===== config.mk =====
export PLATFORM = sky130hd
export DESIGN_NAME = cgr_counter
export DESIGN_NICKNAME = d
export VERILOG_FILES = /design/src/rtl/cgr_counter.v
export VERILOG_INCLUDE_DIRS = /design/src /design/src/rtl
export SDC_FILE = /design/constraint.sdc
export NUM_CORES = 1
export LEC_CHECK = 0
export BUFFER_PORTS_ARGS = -buffer_cell sky130_fd_sc_hd__buf_2
export CAP_MARGIN = 20
export CORE_UTILIZATION = 30
export CTS_CLUSTER_DIAMETER = 100
export DETAILED_ROUTE_END_ITERATION = 8
export PLACE_DENSITY = 0.44
export SYNTH_ARGS = -nofsm -noshare
export SYNTH_HDL_FRONTEND = slang
export SYNTH_SLANG_ARGS = --single-unit
export TNS_END_PERCENT = 5

===== constraint.sdc =====
create_clock -name clk -period 2.95 [get_ports clk]
set_input_delay 0.1475 -clock clk [delete_from_list [all_inputs] [get_ports clk]]
set_output_delay 0.1475 -clock clk [all_outputs]
set_load 0.1 [all_outputs]

===== src/rtl/cgr_map.vh =====
// Constants for the gated reload counter sequencer
`ifndef CGR_MAP_VH
`define CGR_MAP_VH
`define CGR_MODE_W 3
`define CGR_MODE_J 3'h0
`define CGR_MODE_K 3'h1
`define CGR_MODE_L 3'h2
`define CGR_MODE_N 3'h3
`define CGR_MODE_O 3'h4
`define CGR_MODE_Q 3'h5
`define CGR_MODE_R 3'h6
`define CGR_CMD_W 2
`define CGR_CMD_NONE 2'h0
`define CGR_CMD_ARM 2'h1
`define CGR_CMD_DISARM 2'h2
`define CGR_CMD_LOAD 2'h3
`define CGR_CNT_W 16
`define CGR_CNT_RST 16'h0000
`define CGR_DOWN_TC 16'h0001
`define CGR_BIN_UP_TC 16'hFFFF
`define CGR_BCD_UP_TC 16'h9999
`endif


===== src/rtl/cgr_counter.v =====
// Sequencing logic for one 16-bit counter in seven gated reload modes
`timescale 1ns/1ps
`include "cgr_map.vh"

module cgr_counter (
    input wire clk,
    input wire rst_n,
    input wire [`CGR_MODE_W-1:0] counterModeBits,
    input wire countUp,
    input wire countBcd,
    input wire [`CGR_CMD_W-1:0] cmdCode,
    input wire cmdStrobe,
    input wire [`CGR_CNT_W-1:0] loadValue,
    input wire srcPin,
    input wire gatePin,
    input wire toggleSet,
    input wire toggleClear,
    output reg [`CGR_CNT_W-1:0] countValue,
    output reg [`CGR_CNT_W-1:0] holdValue,
    output reg armed,
    output reg running,
    output reg terminalCount,
    output reg toggleOut
);

    // Sequence states, one-hot
    localparam [2:0] ST_IDLE = 3'b001;
    localparam [2:0] ST_COUNT = 3'b010;
    localparam [2:0] ST_RELOAD = 3'b100;

    // Decimal-aware step of one counter digit chain
    function [`CGR_CNT_W-1:0] stepCount;
        input [`CGR_CNT_W-1:0] v;
        input up;
        input bcd;
        integer i;
        reg carry;
        reg [3:0] d;
        begin
            stepCount = v;
            carry = 1'b1;
            if (!bcd) begin
                stepCount = up ? v + 16'h0001 : v - 16'h0001;
            end else begin
                for (i = 0; i < 4; i = i + 1) begin
                    d = v[i*4 +: 4];
                    if (carry) begin
                        if (up) begin
                            carry = (d == 4'h9);
                            d = carry ? 4'h0 : d + 4'h1;
                        end else begin
                            carry = (d == 4'h0);
                            d = carry ? 4'h9 : d - 4'h1;
                        end
                    end
                    stepCount[i*4 +: 4] = d;
                end
            end
        end
    endfunction

    // Value whose next count is the end of count
    function isLastCount;
        input [`CGR_CNT_W-1:0] v;
        input up;
        input bcd;
        begin
            if (!up) begin
                isLastCount = (v == `CGR_DOWN_TC);
            end else if (bcd) begin
                isLastCount = (v == `CGR_BCD_UP_TC);
            end else begin
                isLastCount = (v == `CGR_BIN_UP_TC);
            end
        end
    endfunction

    // Mode group flags: alternating, level-gated, edge-started, retriggerable
    function [3:0] modeGroups;
        input [`CGR_MODE_W-1:0] m;
        begin
            case (m)
                `CGR_MODE_J: begin
                    modeGroups = 4'h8;
                end
                `CGR_MODE_K: begin
                    modeGroups = 4'hC;
                end
                `CGR_MODE_L: begin
                    modeGroups = 4'hA;
                end
                `CGR_MODE_N: begin
                    modeGroups = 4'h5;
                end
                `CGR_MODE_O: begin
                    modeGroups = 4'h3;
                end
                `CGR_MODE_Q: begin
                    modeGroups = 4'h5;
                end
                `CGR_MODE_R: begin
                    modeGroups = 4'h3;
                end
                default: begin
                    modeGroups = 4'h0;
                end
            endcase
        end
    endfunction

    // End of count outside the alternating modes: value 3 disarms and stops, any other nonzero value only stops
    function [1:0] endAction;
        input [`CGR_MODE_W-1:0] m;
        begin
            case (m)
                `CGR_MODE_N: begin
                    endAction = 2'h3;
                end
                `CGR_MODE_O: begin
                    endAction = 2'h3;
                end
                `CGR_MODE_R: begin
                    endAction = 2'h1;
                end
                default: begin
                    endAction = 2'h0;
                end
            endcase
        end
    endfunction

    // Synchroniser and edge registers
    reg srcMeta_r;
    reg srcSync_r;
    reg srcPrev_r;
    reg gateMeta_r;
    reg gateSync_r;
    reg gatePrev_r;
    // Sequence state and next values
    reg [2:0] state_r;
    reg [2:0] state_nxt;
    reg useHold_r;
    reg useHold_nxt;
    reg armed_nxt;
    reg [`CGR_CNT_W-1:0] count_nxt;
    reg [`CGR_CNT_W-1:0] hold_nxt;
    reg tc_nxt;

    // Decoded events and mode groups
    wire srcEdge;
    wire srcQualified;
    wire atLast;
    wire toggleFlip;
    wire [3:0] modeGroup;
    wire gateRise;
    wire gateLevel;
    wire isAlt;
    wire isLevelMode;
    wire isTrigMode;
    wire isRetrig;
    wire cmdArm;
    wire cmdDisarm;
    wire cmdLoad;

    // Two-flop synchronisers and edge registers
    always @(posedge clk) begin
        if (!rst_n) begin
            srcMeta_r <= 1'b0;
            srcSync_r <= 1'b0;
            srcPrev_r <= 1'b0;
            gateMeta_r <= 1'b0;
            gateSync_r <= 1'b0;
            gatePrev_r <= 1'b0;
        end else begin
            srcMeta_r <= srcPin;
            srcSync_r <= srcMeta_r;
            srcPrev_r <= srcSync_r;
            gateMeta_r <= gatePin;
            gateSync_r <= gateMeta_r;
            gatePrev_r <= gateSync_r;
        end
    end

    // Edges seen on the internal clock
    assign srcEdge = srcSync_r & ~srcPrev_r;
    assign gateRise = gateSync_r & ~gatePrev_r;
    assign gateLevel = gateSync_r;

    // Mode groups
    assign modeGroup = modeGroups(counterModeBits);
    assign isAlt = modeGroup[3];
    assign isLevelMode = modeGroup[2];
    assign isTrigMode = modeGroup[1];
    assign isRetrig = modeGroup[0];

    // Source edge that may advance an armed counter
    assign srcQualified = srcEdge & (~isLevelMode | gateLevel);

    // Counter sits on the value before its end of count
    assign atLast = isLastCount(countValue, countUp, countBcd);

    // Flip on the source edge that ends the end-of-count period
    assign toggleFlip = terminalCount & srcEdge & ~tc_nxt;

    // Host command decode
    assign cmdArm = cmdStrobe & (cmdCode == `CGR_CMD_ARM);
    assign cmdDisarm = cmdStrobe & (cmdCode == `CGR_CMD_DISARM);
    assign cmdLoad = cmdStrobe & (cmdCode == `CGR_CMD_LOAD);

    // Next-state logic for the counter sequence
    always @* begin
        state_nxt = state_r;
        armed_nxt = armed;
        useHold_nxt = useHold_r;
        count_nxt = countValue;
        hold_nxt = holdValue;
        tc_nxt = 1'b0;
        if (cmdArm) begin
            armed_nxt = 1'b1;
            useHold_nxt = 1'b1;
            if (!isTrigMode) begin
                state_nxt = ST_COUNT;
            end
        end else if (cmdDisarm) begin
            armed_nxt = 1'b0;
            state_nxt = ST_IDLE;
        end else if (cmdLoad) begin
            count_nxt = loadValue;
        end else begin
            // Gate edge on an armed counter triggers and retriggers
            if (armed && gateRise) begin
                if (isRetrig) begin
                    hold_nxt = countValue;
                    state_nxt = ST_RELOAD;
                end else if (isTrigMode && state_r == ST_IDLE) begin
                    state_nxt = ST_COUNT;
                    useHold_nxt = 1'b1;
                end
                // Idle trigger mode with retrigger also goes to reload on the gate edge
                if (isTrigMode && state_r == ST_IDLE && isRetrig) begin
                    state_nxt = ST_RELOAD;
                end
            end else if (armed && srcQualified) begin
                // Qualified source edge
                case (state_r)
                    ST_RELOAD: begin
                        count_nxt = loadValue;
                        state_nxt = ST_COUNT;
                    end
                    ST_COUNT: begin
                        if (atLast) begin
                            tc_nxt = 1'b1;
                            if (isAlt) begin
                                count_nxt = useHold_r ? holdValue : loadValue;
                                useHold_nxt = ~useHold_r;
                                if (counterModeBits == `CGR_MODE_L && !useHold_r) begin
                                    state_nxt = ST_IDLE;
                                end
                            end else begin
                                count_nxt = loadValue;
                                if (endAction(counterModeBits) == 2'h3) begin
                                    armed_nxt = 1'b0;
                                end
                                if (endAction(counterModeBits) != 2'h0) begin
                                    state_nxt = ST_IDLE;
                                end
                            end
                        end else begin
                            count_nxt = stepCount(countValue, countUp, countBcd);
                        end
                    end
                    default: begin
                        state_nxt = state_r;
                    end
                endcase
            end
        end
    end

    // Sequence registers
    always @(posedge clk) begin
        if (!rst_n) begin
            state_r <= ST_IDLE;
            armed <= 1'b0;
            useHold_r <= 1'b1;
            countValue <= `CGR_CNT_RST;
            holdValue <= `CGR_CNT_RST;
            terminalCount <= 1'b0;
        end else begin
            state_r <= state_nxt;
            armed <= armed_nxt;
            useHold_r <= useHold_nxt;
            countValue <= count_nxt;
            holdValue <= hold_nxt;
            // End-of-count flag holds for one source period
            if (tc_nxt) begin
                terminalCount <= 1'b1;
            end else if (srcEdge) begin
                terminalCount <= 1'b0;
            end
        end
    end

    // Running flag and toggled output on the trailing end of count
    always @(posedge clk) begin
        if (!rst_n) begin
            running <= 1'b0;
            toggleOut <= 1'b0;
        end else begin
            running <= armed_nxt & (state_nxt != ST_IDLE);
            if (toggleSet) begin
                toggleOut <= 1'b1;
            end else if (toggleClear) begin
                toggleOut <= 1'b0;
            end else if (toggleFlip) begin
                toggleOut <= ~toggleOut;
            end
        end
    end

endmodule


After elaboration in Yosys (flattened, before gate mapping)
Cells that the tools add are included.
{ "word_totals": {"regBits": 46, "in_bits": 30, "output_inout_bits": 36, "elab_cells": 211} }
{ "classes": {"addsub": 10, "n_eq_ne": 27, "mux": 107, "bitwise": 20, "n_reduce_logical": 30} }
{ "op_table": {"columns": ["cell", "n"], "rows": [
  ["two-way mux 16 bit", 8],
  ["two-way mux 4 bit", 15],
  ["two-way mux 1 bit", 59],
  ["two-way mux 3 bit", 13],
  ["== test 16 bit, second input constant", 2],
  ["one-hot mux 16 bit (2 select lines)", 1],
  ["one-hot mux 4 bit (5 select lines)", 1],
  ["AND reduction 6 bit", 3],
  ["adder 16 x 1 -> 16 bit, second input constant", 1],
  ["adder 4 x 1 -> 4 bit, second input constant", 4],
  ["== test 16 x 1 -> 1 bit, second input constant", 1],
  ["== test 4 bit, second input constant", 4],
  ["zero test 4 bit", 4],
  ["two-way mux 2 bit", 8],
  ["subtractor 16 x 1 -> 16 bit, second input constant", 1],
  ["subtractor 4 x 1 -> 4 bit, second input constant", 4],
  ["nonzero test 2 bit", 7],
  ["== test 3 bit, second input constant", 4],
  ["!= test 5 x 4 -> 1 bit, second input constant", 2],
  ["NOT 1 bit", 10],
  ["AND reduction 5 bit", 2],
  ["bitwise AND 1 bit", 9],
  ["== test 3 x 2 -> 1 bit, second input constant", 3],
  ["AND reduction 8 bit", 1],
  ["other kinds (15)", 27]
]} }

Depth between registers and ports, before layout
{ "depth": {"depth_word": 37, "depth_mapped": 10, "depth_no_buf": 9} }

Worst setup path after synthesis
No wires, ideal clock.
{ "synth_path": {"path_type": "reg2reg", "start": "register countValue[11]", "end": "register countValue[5]", "setup_time_ps": 128, "arrival_ps": 2757, "t_required_ps": 2822, "setup_slack_ps": 65, "path_stages_with_launch": 10, "path_buffers": 2, "synth_period_minus_slack_ps": 2885, "path_cell_list": "dfxtp_1 -> buf_2 -> nand2_1 -> nor4_1 -> nand3_1 -> and2_4 -> buf_6 -> or3_1 -> a21oi_1 -> o22ai_1"} }
{ "synth_via": {"elab_chain_len": 8, "word_cells_on_any_way": 12} }
{ "synth_rtl": {"columns": ["element", "line_no", "rtl"], "rows": [
  ["from (decl)", "cgr_counter.v:18", "output reg [`CGR_CNT_W-1:0] countValue,"],
  ["from (signal assigned)", "cgr_counter.v:286", "countValue <= `CGR_CNT_RST;"],
  ["from (signal assigned)", "cgr_counter.v:293", "countValue <= count_nxt;"],
  ["== test 16 bit (no line)", null, null],
  ["two-way mux 1 bit", "cgr_counter.v:70", "end else if (bcd) begin"],
  ["two-way mux 1 bit *", "cgr_counter.v:68", "if (!up) begin"],
  ["two-way mux 16 bit", "cgr_counter.v:251", "if (atLast) begin"],
  ["one-hot mux 16 bit (2 select lines)", "cgr_counter.v:245", "case (state_r)"],
  ["two-way mux 16 bit", "cgr_counter.v:243", "end else if (armed && srcQualified) begin"],
  ["two-way mux 16 bit", "cgr_counter.v:231", "if (armed && gateRise) begin"],
  ["two-way mux 16 bit", "cgr_counter.v:227", "end else if (cmdLoad) begin"]
]} }
Every way passes the cells marked *; elsewhere a longest branch is shown, timed or not. The select of a mux whose other input is x is not followed.
A chain may end at the register's enable or synchronous reset.

Worst setup path in the final report
{ "layout_path": {"start": "register countValue[0]", "end": "register countValue[12]"} }
{ "layout_via": {"elab_chain_len": 30, "word_cells_on_any_way": 45} }
{ "layout_rtl": {"columns": ["element", "line_no", "rtl"], "rows": [
  ["== test 4 bit / zero test 4 bit (equally long branches)", "cgr_counter.v:49, cgr_counter.v:52", null],
  ["two-way mux 1 bit", null, null],
  ["two-way mux 1 bit", "cgr_counter.v:42", "if (!bcd) begin"],
  ["two-way mux 1 bit", "cgr_counter.v:251", null],
  ["two-way mux 1 bit", "cgr_counter.v:245", null],
  ["two-way mux 1 bit", "cgr_counter.v:243", null],
  ["two-way mux 1 bit", "cgr_counter.v:231", null],
  ["two-way mux 1 bit", "cgr_counter.v:227", null],
  ["[... 14 more ...]", null, null],
  ["two-way mux 1 bit", "cgr_counter.v:245", null],
  ["two-way mux 1 bit", "cgr_counter.v:243", null],
  ["two-way mux 1 bit", "cgr_counter.v:231", null],
  ["two-way mux 1 bit", "cgr_counter.v:227", null],
  ["two-way mux 1 bit", "cgr_counter.v:224", "end else if (cmdDisarm) begin"],
  ["two-way mux 1 bit", "cgr_counter.v:218", "if (cmdArm) begin"],
  ["!= test 5 bit (no line)", null, null],
  ["AND reduction 6 bit (no line)", null, null]
]} }
Several ways; a longest one is shown, not always the timed one. The select of a mux whose other input is x is not followed.

==> impl_metrics.csv <==
group,metric,value,unit
outcome,status,"finished with violations",
outcome,violations,"DRC",
run,cap_violations,0,
timing,worst_slack,0.266,ns
cells_and_area,top_regs,"countValue x16, holdValue x16, state_r x3",
setup_path,critical_path_class,"flop to flop",
timing,fin_crit_sh,0.910,
yosys,synthCells,499,
setup_path,required,3.18,ns
clock_tree,hold_buffers,0,
cells_and_area,syn_to_final_growth,19.8,%
clock_tree,clock_path_buffers,2,
die,dieArea,12500,um^2
placement,place.detailed.hpwl,9.51,mm
placement,place_ws,0.339,ns
grt,grt_max_degree,29,
detailed_routing,ant_nets,0,
yosys,ys.flop_type,"dfxtp_1",
yosys,avgSynthCellArea,7.27,um^2
timing,fmax,373,MHz
timing,rsz0062_at_grt,"no",
die,fp.dieH,112,um
clock_tree,cts_root_buf,"clkbuf_16",
cells_and_area,antenna_cells,0,
yosys,synth_warnings,0,
cells_and_area,drive_above_1_share,0.205,
hold_path,min_path_type,"input pin to flop",
setup_path,start_kind,"flop",
timing,slew_headroom,0.599,
yosys,yosysSeqAreaShare,0.254,
detailed_routing,routed_wl,13.1,mm
cells_and_area,final_util,0.374,
setup_path,arrival,2.92,ns
grt,grt_pass1_vias,3676,
detailed_routing,drc,5,
clock_tree,htreeDepth,2,
clock_tree,post_cts_buffers,0,
cells_and_area,nNetsFinal,589,
detailed_routing,drtIter0Drc,374,
clock_tree,cts.sinks,46,
die,fp-row-count,39,
grt,grt_pass1_wl,20.8,mm
die,die_w,112,um
timing,finalMaxSlewViolations,0,
clock_tree,cts_buffers,5,
die,core_area,11600,um^2
timing,fin_crit,2.68,ns
pwr,p_per_area,428,nW/um^2
clock_tree,cts_tree,"yes",
pwr,irDropWorstVdd,0.203,mV
setup_path,end_kind,"flop",
timing,hold_viol_final,0,
pwr,totalPowerFinal,1.86,mW
yosys,synth-edff-count,0,
detailed_routing,routed_via_density,5.74,
grt,antenna_found_initial,0,
setup_path,critPathMaxFanout,9,
die,io_pins,66,
cells_and_area,fillers,1257,
timing,setup_tns,0,ns
cells_and_area,ff_latch_area,921,um^2
timing,tightest_slew,0.597,ns
placement,globalplace.congestion,0.853,
yosys,synth_nets,532,
cells_and_area,final_cell_mix,"buf_2, nor2_1, nand2_1, dfxtp_1, a21oi_1",
grt,grtUsageTotal,0.212,
timing,finalSetupViolCount,0,
detailed_routing,vias,4021,
yosys,netlist-cell-type-count,77,
detailed_routing,drtPass1Iterations,7,
detailed_routing,wl_per_cell,18.7,um
clock_tree,insertion_delay,0.30,ns
cells_and_area,multi_input_area,2470,um^2
pwr,power.leakage,1.83,nW
timing,finClkSkew,0.0124,ns
die,start_util,0.312,
grt,gr-total-overflow,0,
yosys,syn-cell-area,3630,um^2
yosys,synthArstFlopShare,0,
clock_tree,clkTransAtPathRegs,0.08,ns
placement,port_buffers,65,
cells_and_area,final_common_cell,"buf_2",
clock_tree,cts_resized,0,
yosys,ys_ff_latch,46,
[cell families after synthesis]
logic type	Yosys count	share of synthesized area
mux	13	0.0362
simple gates	208	0.301
compound gates	158	0.298
flops	46	0.254
fa+ha+maj	3	0.0104
buf+inv	56	0.0642
xor+xnor	15	0.0362
[worst max-delay path, cell delays in order (launching register included)]
cell	delay (ns)
dfxtp_1	0.40
inv_1	0.14
ha_1	0.29
or4b_1	0.54
nor4_2	0.37
o21ai_1	0.18
a2111oi_0	0.45
a211oi_1	0.10
o22ai_1	0.16
[layer usage]
layer	GRT usage	share of wire	routed length [um]	vias to the layer above
met5	0	0	0	-
met2	0.339	0.46	6070	131
met3	0.0338	0.050	649	13
met4	0.0516	0.015	199	0
li1	-	-	-	1967
met1	0.296	0.47	6170	1910
[path summary, 6_finish.rpt]
| kind | slack [ns] | depth (start not counted) | end | start |
|---|---|---|---|---|
| min | 0.06 | 2 | gateMeta_r | gatePin |
| max | 0.27 | 8 | countValue[12] | countValue[0] |
| min reg2reg | 0.44 | 1 | gateLevel | gateMeta_r |
| max reg2reg | 0.27 | 8 | countValue[12] | countValue[0] |
[per-stage QoR]
| step | area, um^2 | cells | hold slack (ns) |
|---|---|---|---|
| 5_1_grt | 4340 | 700 | 0.0670 |
| 4_1_cts | 4340 | 700 | 0.0513 |
| 2_1_floorplan | 3630 | 499 | 0.275 |
| 3_3_place_gp | 4150 | 692 | 0.365 |
| 6_report | 4340 | 700 | 0.0581 |
| 3_5_place_dp | 4150 | 692 | 0.363 |
[Yosys cell counts (all sizes together), types with 7 or more instances]
library cell | number | area, um^2
a211oi | 7 | 57.6
a21oi | 34 | 174
a31oi | 12 | 90.1
and2 | 9 | 58.8
and3 | 9 | 56.3
buf | 12 | 67.6
clkbuf | 29 | 109
dfxtp | 46 | 921
inv | 14 | 52.6
mux2i | 12 | 120
nand2 | 46 | 173
nand3 | 18 | 103
nor2 | 59 | 221
nor3 | 13 | 76.3
o211ai | 13 | 97.6
o21ai | 29 | 145
o22ai | 13 | 81.3
or3 | 7 | 43.8
xnor2 | 11 | 96.3
[area by class of cell]
cell class	instances	area share
multi-input combinational	397	0.569
inverter	15	0.0130
clock buffer	5	0.0288
clock inverter	3	0.0158
tap	143	0.0412
timing repair buffer	91	0.120
sequential	46	0.212
[power breakdown]
part           switching [mW]  total [mW]  leakage [nW]  internal (mW)
logic                   0.297       0.439          1.36          0.142
clock network           0.272       0.760        0.0940          0.488
registers              0.0232       0.661         0.374          0.638
total                   0.593        1.86          1.83           1.27
Note: power is estimated with default switching activity, not from simulation.
